### src/cam_pkg.sv
package cam_pkg;
  // geometry of the content-addressable store
  localparam int CAM_WORDS  = 32;
  localparam int CAM_WIDTH  = 32;
  localparam int CAM_ADDR_W = 5;
  localparam int CAM_LINES  = 16;
  // reset values of the store and of the care masks
  localparam logic [31:0] CAM_DATA_RST = 32'h0000_0000;
  localparam logic [31:0] CAM_CARE_ALL = 32'hffff_ffff;
  localparam logic [31:0] CAM_CARE_RST = 32'hffff_ffff;
  // unencoded output halves
  localparam logic        CAM_HALF_LO  = 1'h0;
  localparam logic        CAM_HALF_HI  = 1'h1;
  // run-time write sequencer
  typedef enum logic [1:0] {st_idle, st_data, st_mask} cam_wr_state_t;
endpackage

### src/cam_mem_if.sv
`timescale 1ns/10ps
interface cam_mem_if;
  import cam_pkg::*;
  logic                  we_data;
  logic                  we_care;
  logic [CAM_ADDR_W-1:0] waddr;
  logic [CAM_WIDTH-1:0]  wdata;
  logic [CAM_WIDTH-1:0]  wcare;
  logic                  srch_stb;
  logic [CAM_WIDTH-1:0]  srch_data;
  logic [CAM_WORDS-1:0]  match;
  logic                  match_vld;
  modport ctrl (output we_data, we_care, waddr, wdata, wcare, srch_stb, srch_data,
                input match, match_vld);
  modport mem  (input we_data, we_care, waddr, wdata, wcare, srch_stb, srch_data,
                output match, match_vld);
endinterface

### src/cam_store.sv
`timescale 1ns/10ps
module cam_store
  import cam_pkg::*;
(
  // clock and reset
  input wire logic clk,
  input wire logic reset_n,
  // write and search port
  cam_mem_if.mem   mif
);
  logic [CAM_WIDTH-1:0] data_ff [CAM_WORDS];
  logic [CAM_WIDTH-1:0] care_ff [CAM_WORDS];
  logic [CAM_WORDS-1:0] vld_ff;
  logic [CAM_WORDS-1:0] hit_w;
  logic [CAM_WORDS-1:0] match_ff;
  logic                 match_vld_ff;

  // one stored word, its care mask and a written flag per entry
  for (genvar g = 0; g < CAM_WORDS; g++) begin : g_word
    wire sel_w = (mif.waddr == CAM_ADDR_W'(g));
    always_ff @(posedge clk or negedge reset_n) begin
      if (!reset_n) begin
        data_ff[g] <= CAM_DATA_RST;
        care_ff[g] <= CAM_CARE_RST;
        vld_ff[g]  <= 1'h0;
      end else begin
        if (mif.we_data && sel_w) begin
          data_ff[g] <= mif.wdata;
          vld_ff[g]  <= 1'h1;
        end
        if (mif.we_care && sel_w) begin
          care_ff[g] <= mif.wcare;
        end
      end
    end
    // masked compare, cleared care bits never block a hit
    assign hit_w[g] = vld_ff[g] && (((data_ff[g] ^ mif.srch_data) & care_ff[g]) == '0);
  end

  // all 32 words compared at once, result registered
  always_ff @(posedge clk or negedge reset_n) begin
    if (!reset_n) begin
      match_ff     <= '0;
      match_vld_ff <= 1'h0;
    end else begin
      match_vld_ff <= mif.srch_stb;
      if (mif.srch_stb) begin
        match_ff <= hit_w;
      end
    end
  end
  assign mif.match     = match_ff;
  assign mif.match_vld = match_vld_ff;

  a_full_care_miss: assert property (@(posedge clk) disable iff (!reset_n)
    (mif.we_data && mif.we_care && mif.wcare == CAM_CARE_ALL) ##1
    (mif.srch_stb && mif.srch_data != $past(mif.wdata) && !mif.we_data && !mif.we_care)
    |=> !match_ff[$past(mif.waddr, 2)])
    else $error("full-care word matched different search data");

  a_masked_bits_hit: assert property (@(posedge clk) disable iff (!reset_n)
    (mif.we_data && mif.we_care) ##1
    (mif.srch_stb && !mif.we_data && !mif.we_care &&
     ((mif.srch_data ^ $past(mif.wdata)) & $past(mif.wcare)) == '0)
    |=> match_ff[$past(mif.waddr, 2)])
    else $error("search equal on cared bits did not match");
endmodule

### src/cam_top.sv
`timescale 1ns/10ps
module cam_top
  import cam_pkg::*;
(
  // clock and reset
  input  wire logic                  clk,
  input  wire logic                  reset_n,
  // configuration-time preload
  input  wire logic                  cfg_load,
  input  wire logic [CAM_ADDR_W-1:0] cfg_addr,
  input  wire logic [CAM_WIDTH-1:0]  cfg_data,
  input  wire logic [CAM_WIDTH-1:0]  cfg_care,
  // run-time write
  input  wire logic                  wr_req,
  input  wire logic [CAM_ADDR_W-1:0] wr_addr,
  input  wire logic [CAM_WIDTH-1:0]  wr_data,
  input  wire logic [CAM_WIDTH-1:0]  wr_care,
  input  wire logic                  wr_use_mask,
  output logic                       wr_busy_ff,
  output logic                       wr_done_ff,
  // search request
  input  wire logic                  srch_valid,
  input  wire logic [CAM_WIDTH-1:0]  srch_data,
  input  wire logic                  enc_mode,
  output logic                       srch_gap_ff,
  // encoded result
  output logic                       enc_valid_ff,
  output logic                       enc_hit_ff,
  output logic [CAM_ADDR_W-1:0]      enc_addr_ff,
  // unencoded result
  output logic                       vec_valid_ff,
  output logic                       vec_half_ff,
  output logic [CAM_LINES-1:0]       vec_lines_ff
);
  cam_mem_if mif ();

  cam_wr_state_t         state_ff;
  cam_wr_state_t         nxt_state;
  logic [CAM_ADDR_W-1:0] addr_ff;
  logic [CAM_WIDTH-1:0]  data_ff;
  logic [CAM_WIDTH-1:0]  care_ff;
  logic                  mask_ff;
  logic                  mode_p1_ff;
  logic [CAM_LINES-1:0]  upper_ff;
  logic [CAM_ADDR_W-1:0] enc_w;

  cam_store u_store (
    .clk     (clk),
    .reset_n (reset_n),
    .mif     (mif)
  );

  // write acceptance and store write strobes; preload wins and stalls the sequencer
  wire wr_take  = (state_ff == st_idle) && wr_req && !wr_done_ff && !cfg_load;
  wire in_data  = (state_ff == st_data) && !cfg_load;
  wire in_mask  = (state_ff == st_mask) && !cfg_load;
  assign mif.we_data = cfg_load || in_data;
  assign mif.we_care = cfg_load || (in_data && !mask_ff) || in_mask;
  assign mif.waddr   = cfg_load ? cfg_addr : addr_ff;
  assign mif.wdata   = cfg_load ? cfg_data : data_ff;
  assign mif.wcare   = cfg_load ? cfg_care : (in_mask ? care_ff : CAM_CARE_ALL);

  // write sequencer: data cycle, then a mask cycle when don't-care bits are used
  always_comb begin
    nxt_state = state_ff;
    case (state_ff)
      st_idle: if (wr_take) nxt_state = st_data;
      st_data: if (!cfg_load) nxt_state = mask_ff ? st_mask : st_idle;
      st_mask: if (!cfg_load) nxt_state = st_idle;
      default: nxt_state = st_idle;
    endcase
  end

  always_ff @(posedge clk or negedge reset_n) begin
    if (!reset_n) begin
      state_ff   <= st_idle;
      addr_ff    <= '0;
      data_ff    <= CAM_DATA_RST;
      care_ff    <= CAM_CARE_RST;
      mask_ff    <= 1'h0;
      wr_busy_ff <= 1'h0;
      wr_done_ff <= 1'h0;
    end else begin
      state_ff   <= nxt_state;
      wr_busy_ff <= (nxt_state != st_idle);
      wr_done_ff <= (nxt_state == st_idle) && (state_ff != st_idle);
      if (wr_take) begin
        addr_ff <= wr_addr;
        data_ff <= wr_data;
        care_ff <= wr_care;
        mask_ff <= wr_use_mask;
      end
    end
  end

  // search intake; unencoded results need two output cycles, so one idle cycle follows
  wire srch_take = srch_valid && !srch_gap_ff;
  assign mif.srch_stb  = srch_take;
  assign mif.srch_data = srch_data;

  always_ff @(posedge clk or negedge reset_n) begin
    if (!reset_n) begin
      srch_gap_ff <= 1'h0;
      mode_p1_ff  <= 1'h0;
    end else begin
      srch_gap_ff <= srch_take && !enc_mode;
      if (srch_take) mode_p1_ff <= enc_mode;
    end
  end

  // lowest matching index wins the encoder
  always_comb begin
    enc_w = '0;
    for (int i = CAM_WORDS - 1; i >= 0; i--) begin
      if (mif.match[i]) enc_w = CAM_ADDR_W'(i);
    end
  end

  // encoded result with hit flag
  always_ff @(posedge clk or negedge reset_n) begin
    if (!reset_n) begin
      enc_valid_ff <= 1'h0;
      enc_hit_ff   <= 1'h0;
      enc_addr_ff  <= '0;
    end else begin
      enc_valid_ff <= mif.match_vld && mode_p1_ff;
      if (mif.match_vld && mode_p1_ff) begin
        enc_hit_ff  <= |mif.match;
        enc_addr_ff <= enc_w;
      end
    end
  end

  // unencoded result: low half first, high half on the next cycle
  always_ff @(posedge clk or negedge reset_n) begin
    if (!reset_n) begin
      vec_valid_ff <= 1'h0;
      vec_half_ff  <= CAM_HALF_LO;
      vec_lines_ff <= '0;
      upper_ff     <= '0;
    end else if (mif.match_vld && !mode_p1_ff) begin
      vec_valid_ff <= 1'h1;
      vec_half_ff  <= CAM_HALF_LO;
      vec_lines_ff <= mif.match[CAM_LINES-1:0];
      upper_ff     <= mif.match[CAM_WORDS-1:CAM_LINES];
    end else if (vec_valid_ff && vec_half_ff == CAM_HALF_LO) begin
      vec_half_ff  <= CAM_HALF_HI;
      vec_lines_ff <= upper_ff;
    end else begin
      vec_valid_ff <= 1'h0;
      vec_half_ff  <= CAM_HALF_LO;
      vec_lines_ff <= '0;
    end
  end

  a_enc_onehot_addr: assert property (@(posedge clk) disable iff (!reset_n)
    (mif.match_vld && mode_p1_ff && $onehot(mif.match))
    |=> enc_valid_ff && enc_hit_ff && ((32'h1 << enc_addr_ff) == $past(mif.match)))
    else $error("encoded address does not point at the matching word");

  a_enc_no_hit: assert property (@(posedge clk) disable iff (!reset_n)
    (mif.match_vld && mode_p1_ff && mif.match == '0) |=> enc_valid_ff && !enc_hit_ff)
    else $error("hit flag raised with no matching word");

  a_vec_two_halves: assert property (@(posedge clk) disable iff (!reset_n)
    (mif.match_vld && !mode_p1_ff)
    |=> (vec_valid_ff && !vec_half_ff) ##1 (vec_valid_ff && vec_half_ff) ##1 !vec_half_ff)
    else $error("unencoded result not shown as two halves");

  a_vec_all_flags: assert property (@(posedge clk) disable iff (!reset_n)
    (mif.match_vld && !mode_p1_ff)
    |=> vec_lines_ff == $past(mif.match[15:0]) ##1 vec_lines_ff == $past(mif.match[31:16], 2))
    else $error("unencoded lines differ from the match flags");

  // preload and write sequencer checks
  a_cfg_preload: assert property (@(posedge clk) disable iff (!reset_n)
    cfg_load ##1 (srch_take && !cfg_load && !mif.we_data &&
     ((srch_data ^ $past(cfg_data)) & $past(cfg_care)) == '0)
    |=> mif.match[$past(cfg_addr, 2)])
    else $error("preloaded word did not match the next search");

  a_wr_two_cycles: assert property (@(posedge clk) disable iff (!reset_n)
    (wr_take && !wr_use_mask) ##1 !cfg_load |-> wr_busy_ff ##1 (wr_done_ff && !wr_busy_ff))
    else $error("plain write did not finish in two cycles");

  a_wr_three_cycles: assert property (@(posedge clk) disable iff (!reset_n)
    (wr_take && wr_use_mask) ##1 !cfg_load [*2] |-> ##1 (wr_done_ff && !wr_busy_ff))
    else $error("masked write did not finish in three cycles");

  a_wr_take_busy: assert property (@(posedge clk) disable iff (!reset_n)
    wr_take |=> wr_busy_ff && !wr_done_ff)
    else $error("accepted write did not raise busy");

  a_wr_preload_stall: assert property (@(posedge clk) disable iff (!reset_n)
    (state_ff != st_idle && cfg_load) |=> wr_busy_ff && !wr_done_ff)
    else $error("write did not stall under a preload");

  a_done_one_cycle: assert property (@(posedge clk) disable iff (!reset_n)
    wr_done_ff |=> !wr_done_ff)
    else $error("write done lasted more than one cycle");

  // search intake and result hold checks
  a_srch_gap_drop: assert property (@(posedge clk) disable iff (!reset_n)
    srch_gap_ff |=> !mif.match_vld)
    else $error("search taken in the gap after an unencoded search");

  a_enc_hit_hold: assert property (@(posedge clk) disable iff (!reset_n)
    !(mif.match_vld && mode_p1_ff) |=> $stable(enc_hit_ff) && $stable(enc_addr_ff))
    else $error("encoded result changed without a new search");

  a_enc_pulse_once: assert property (@(posedge clk) disable iff (!reset_n)
    (enc_valid_ff && !(mif.match_vld && mode_p1_ff)) |=> !enc_valid_ff)
    else $error("encoded valid stood longer than one cycle");
endmodule

### config.mk
export PLATFORM = sky130hd
export DESIGN_NAME = cam_top
export DESIGN_NICKNAME = d
export VERILOG_FILES = /design/src/cam_pkg.sv /design/src/cam_mem_if.sv /design/src/cam_store.sv /design/src/cam_top.sv
export SDC_FILE = /design/constraint.sdc
export NUM_CORES = 2
export LEC_CHECK = 0
export ABC_AREA = 1
export BUFFER_PORTS_ARGS = -buffer_cell sky130_fd_sc_hd__buf_4
export CORE_MARGIN = 8
export CORE_UTILIZATION = 60
export DETAILED_ROUTE_END_ITERATION = 16
export PLACE_DENSITY = 0.81
export SYNTH_ARGS = -nofsm -noshare
export SYNTH_HDL_FRONTEND = slang
export SYNTH_HIERARCHICAL = 1
export SYNTH_SLANG_ARGS = --single-unit
### constraint.sdc
create_clock -name clk -period 2.5 [get_ports clk]
set_input_delay 0.25 -clock clk [delete_from_list [all_inputs] [get_ports clk]]
set_output_delay 0.25 -clock clk [all_outputs]
set_load 0.02 [all_outputs]
======== After elaboration in Yosys (flattened, before gate mapping) ========
Index checks and enable logic that the tools add are counted.
cells by class
  equality and inequality tests ........... 34
  mux-type cells .......................... 47
  bitwise operators ....................... 65
  reduce and logical (&&, ||, !) cells .... 155
operators by type and width
  cell                                                             number
  32-bit bitwise AND                                               32
  32-bit zero test                                                 32
  32-bit XOR                                                       32
  5-bit two-way mux                                                33
  1-bit logical AND                                                108
  32-bit two-way mux                                               3
  5-bit == test, second input constant                             16
  5-bit by 4-bit == test with 1-bit output, second input constant  8
  16-bit two-way mux                                               2
  32-bit OR reduction                                              1
  5-bit by 3-bit == test with 1-bit output, second input constant  4
  5-bit by 2-bit == test with 1-bit output, second input constant  2
  2-bit two-way mux                                                4
  1-bit zero test                                                  6
  2-bit one-hot mux with 3 select lines                            1
  5-bit by 1-bit == test with 1-bit output, second input constant  1
  5-bit zero test                                                  1
  2-bit zero test                                                  2
  1-bit two-way mux                                                4
  2-bit nonzero test                                               2
  1-bit logical OR                                                 3
  2-bit by 1-bit == test with 1-bit output, second input constant  1
  2-bit == test, second input constant                             1
  2-bit != test, second input constant                             1
  1-bit inverter                                                   1
word-level totals
  flip-flop bits (word level) ............. 2230
  input port bits ......................... 177
  output and inout bits ................... 28

======== Logic depth before layout (Yosys ltp) ========
  word-level depth ........................ 32
  gate-level depth with buffers ........... 33
  depth with buffers taken out ............ 33

======== Modules after synthesis ========
Netlist, hierarchy kept.
by module, submodules not included
  module     times used  cells each  area an instance (sq um)  seq. area each (sq um)
  cam_store  1           11837       96531.3                   54156.9
  cam_top    1           708         5507.8                    2967.8

======== Least setup slack after synthesis ========
Ideal clock, no wire load.
  path kind ............................... in2reg
  from .................................... in cfg_load
  to ...................................... reg u_store/data_ff[342] in the netlist's numbering
  arrival ................................. 2.011 ns
  required time ........................... 2.367 ns
  setup slack ............................. 0.356 ns
  stages .................................. 13
  path buffers ............................ 4
  cells stage by stage .................... inv_2 > clkbuf_1 > clkbuf_1 > nand2_1 > nand2_1 > inv_1 > or2_4 > nor2_4 > nand3_1 > buf_2 > buf_2 > nand2_1 > o21ai_0
RTL lines
  element                        line             source
  start, declared                cam_top.sv:9     input wire logic cfg_load,
  5-bit two-way mux              cam_top.sv:59    assign mif.waddr = cfg_load ? cfg_addr : addr_ff;
  net mif.waddr[0]               cam_mem_if.sv:6  logic [CAM_ADDR_W-1:0] waddr;
  5-bit == test                  cam_store.sv:20  wire sel_w = (mif.waddr == CAM_ADDR_W'(g));
  1-bit logical AND              cam_store.sv:27  if (mif.we_data && sel_w) begin
  end signal, assigned by index  cam_store.sv:28  data_ff[g] <= mif.wdata;
  end, declared                  cam_store.sv:11  logic [CAM_WIDTH-1:0] data_ff [CAM_WORDS];
The timed path passes the listed nets, and every way through them passes these cells.
A chain may end at the register's enable or synchronous reset.

======== Worst setup path after layout ========
  from .................................... reg state_ff[1]
  to ...................................... reg u_store/data_ff[144] in the netlist's numbering
between the ends
  word-level cells in the longest chain between the ends .. 4
ends and longest elaborated chain
  element                                   line             source
  start, declared                           cam_top.sv:37    cam_wr_state_t state_ff;
  start signal, assigned                    cam_top.sv:76    state_ff <= st_idle;
  start signal, assigned                    cam_top.sv:84    state_ff <= nxt_state;
  2-bit by 1-bit == test with 1-bit output  cam_top.sv:55    wire in_data = (state_ff == st_data) && !cfg_load;
  1-bit logical AND                         cam_top.sv:55
  1-bit logical OR                          cam_top.sv:57    assign mif.we_data = cfg_load || in_data;
  net mif.we_data                           cam_mem_if.sv:4  logic we_data;
  1-bit logical AND                         cam_store.sv:27
The timed path passes the listed nets, and every way through them passes these cells.

==> flow_summary.toml <==
[timing]
skew_ns = 0.0524
finalWorstSetupSlack_ns = 0.137
fin_crit_ns = 2.36
hold_violations = 0
slew_viol_final = 0
slew_headroom_pct = 0.149
finalSetupViolations = 0
period_share_pct = 94.5
fmax_mhz = 423
worst_pin_slew_ns = 1.50

[drt]
vias_per_cell = 5.98
dr.pass1.iters = 9
drc = 0
drt-total-wl_mm = 339
drt_iter0_drc = 11229
vias = 89902
ant_nets = 0
post_drt_wl_per_cell_um = 22.5

[placement]
globalplace.congestion = 0.930
placed_area_mm2 = 0.108
placed_cells = 14512
dp_slack_ns = 0.164
place_hpwl_mm = 207
portBuffers = 204

[synth]
netlist_area_mm2 = 0.102
synth-edff-count = 0
synth_cells = 12545
synth_top_area_share_pct = 28.8
synth.area.top_cells = "dfrtp_1, dfstp_2, nand2_1"
synth_top_cell_by_area = "dfrtp_1"
syn-num-nets = 12722
synth_warnings = 6
postSynthAreaPerCell_um2 = 8.13
ys_async_sr_fraction_pct = 100
synth-seq-area-share_pct = 56.0
synth_flop_cell = "dfrtp_1"
synth_cell_types = 35
synth_seq_cells = 2230

[setup_path]
cp.arrival_ns = 3.07
worstPathMaxFanout = 30
endpoint_kind = "flip-flop"
cp_data_required_time_ns = 3.21
worstSetupPathType = "reg -> reg"
start_kind = "flip-flop"

[clocking]
htree_levels = 4
cts_tree = "yes"
clk_pin_slew_ns = 0.06
cts.path.max_buffers = 3
clock_sinks = 2230
cts_root_buf = "clkbuf_16"
numCtsBuffers = 221
clk_latency_ns = 0.87

[die]
core_area_mm2 = 0.169
die_x_um = 428
boundaryPins = 205
die_area_mm2 = 0.184
core.rowCount = 151
die_y_um = 428
start_util_pct = 60.3

[power_and_ir_drop]
power_uw = 145000
peakVddDrop_v = 0.000903
power.leakage_uw = 0.0543
p_per_area_mw_per_mm2 = 1240

[finish]
drive_above_1_share_pct = 21.1
utilization_pct = 69.0
finalNetCount = 12780
final_cells = 15031
area_growth_pct = 14.3
fillers = 12206
finalInstanceArea_mm2 = 0.117

[global_route]
grt_pass1_vias = 88168
antenna_found_initial = 25
gr-total-overflow = 0
grt_pass1_wl_mm = 514
grt_max_degree = 149
grt_use_total_pct = 36.0

[status]
violations = "capacitance limit"
outcome = "finished, violations left"

[min_path]
hold_path.class = "in -> reg"

[flow_run]
maxCapViolations = 1
-- through the flow --
stage,TNS (ns),hold WS (ns)
6_report,0,0.0392
5_1_grt,-0.00453,0.0463
4_1_cts,0,0.00223
3_5_place_dp,0,0.145
3_3_place_gp,0,0.140
2_1_floorplan,0,-0.0456
-- power by group --
group / internal (uW) / leakage (uW) / switching, uW
combinational: 16300 / 0.0242 / 26900
sequential: 57400 / 0.0264 / 10100
clock: 19900 / 0.00376 / 14500
total: 93600 / 0.0543 / 51500
-- cell type report --
type                    count  area (um^2)  share of cell area (%)
flip-flops and latches   2230        57100                    49.0
multi-input cells        8895        39500                    33.9
repair buffers            720         7470                    6.41
clock buffers             354         6780                    5.82
well taps                2218         2780                    2.38
inverters                 535         2060                    1.77
clock inverters            68          852                   0.731
diodes                     11         27.5                  0.0236
-- sequential cells by signal, indices dropped and copies added (netlist names), 2 cells and up --
signal,count
u_store/vld_ff,32
addr_ff,5
u_store/care_ff,1024
enc_addr_ff,5
data_ff,32
u_store/mif.match,32
care_ff,32
vec_lines_ff,16
upper_ff,16
state_ff,2
u_store/data_ff,1024
-- final timing paths --
kind                                    from                    to  slack, ns  depth (start not counted)
worst max-delay path             state_ff[1]  u_store/data_ff[144]       0.14                          6
worst min-delay path            cfg_data[12]  u_store/data_ff[332]       0.04                          6
worst max register to register   state_ff[1]  u_store/data_ff[144]       0.14                          6
worst min register to register   care_ff[15]           care_ff[15]       0.46                          2
max in group asynchronous            reset_n   u_store/data_ff[87]       1.16                          3
min in group asynchronous            reset_n  u_store/care_ff[139]       0.19                          2
-- cell usage after synthesis (32+ instances only) --
| library cell | instances |
|---|---|
| clkbuf_1 | 713 |
| inv_1 | 524 |
| o22a_1 | 32 |
| nor2_1 | 554 |
| o21ai_0 | 2012 |
| or2_2 | 547 |
| buf_2 | 137 |
| nand2_1 | 4562 |
| o21ai_1 | 58 |
| nand3_1 | 991 |
| dfstp_2 | 1056 |
| dfrtp_1 | 1174 |
-- placed cells by master (no fill, tap or decap), drive strengths merged, types with 29 or more instances in the layout --
master,n
inv,539
nand3,1022
dlygate4sd3,84
xor2,29
o22a,32
dfrtp,1174
nor2,569
clkinv,43
clkbuf,354
a21oi,31
or2,550
o21ai,2070
dfstp,1056
nand2,4564
buf,636
-- what timing repair did --
action	4_1_cts	5_1_grt
buffers inserted	0	2
hold endpoints to repair	1413	0
resized for setup	0	1
setup endpoints to repair	0	1
hold buffers	84	0
-- cell families (layout without fill, tap and decap cells) --
| logic type | Yosys count | in the layout | share of synthesized area, % |
|---|---|---|---|
| flip-flops | 2230 | 2230 | 56.0 |
| XOR/XNOR | 29 | 29 | 0.249 |
| AND/OR/NAND/NOR | 6713 | 6713 | 27.5 |
| buffers and inverters | 1420 | 1677 | 5.51 |
| other | 0 | 11 | 0 |
| AO/OA/AOI/OAI | 2153 | 2153 | 10.7 |
-- per-layer routing --
metal | vias up | global-route usage [%] | wire (um)
li1 | 40072 | - | -
met3 | 1429 | 8.31 | 38300
met5 | - | 0 | 70
met2 | 5228 | 56.2 | 150000
met1 | 43159 | 43.6 | 119000
met4 | 14 | 27.3 | 31800
-- worst max-delay path: stages, from the launching register on --
cell,delay [ns]
dfrtp_1,0.47
o21ai_4,0.65
buf_4,0.34
nand3_2,0.18
buf_4,0.35
nand2_1,0.12
o21ai_0,0.10
Power figures use the tool's default switching activity.
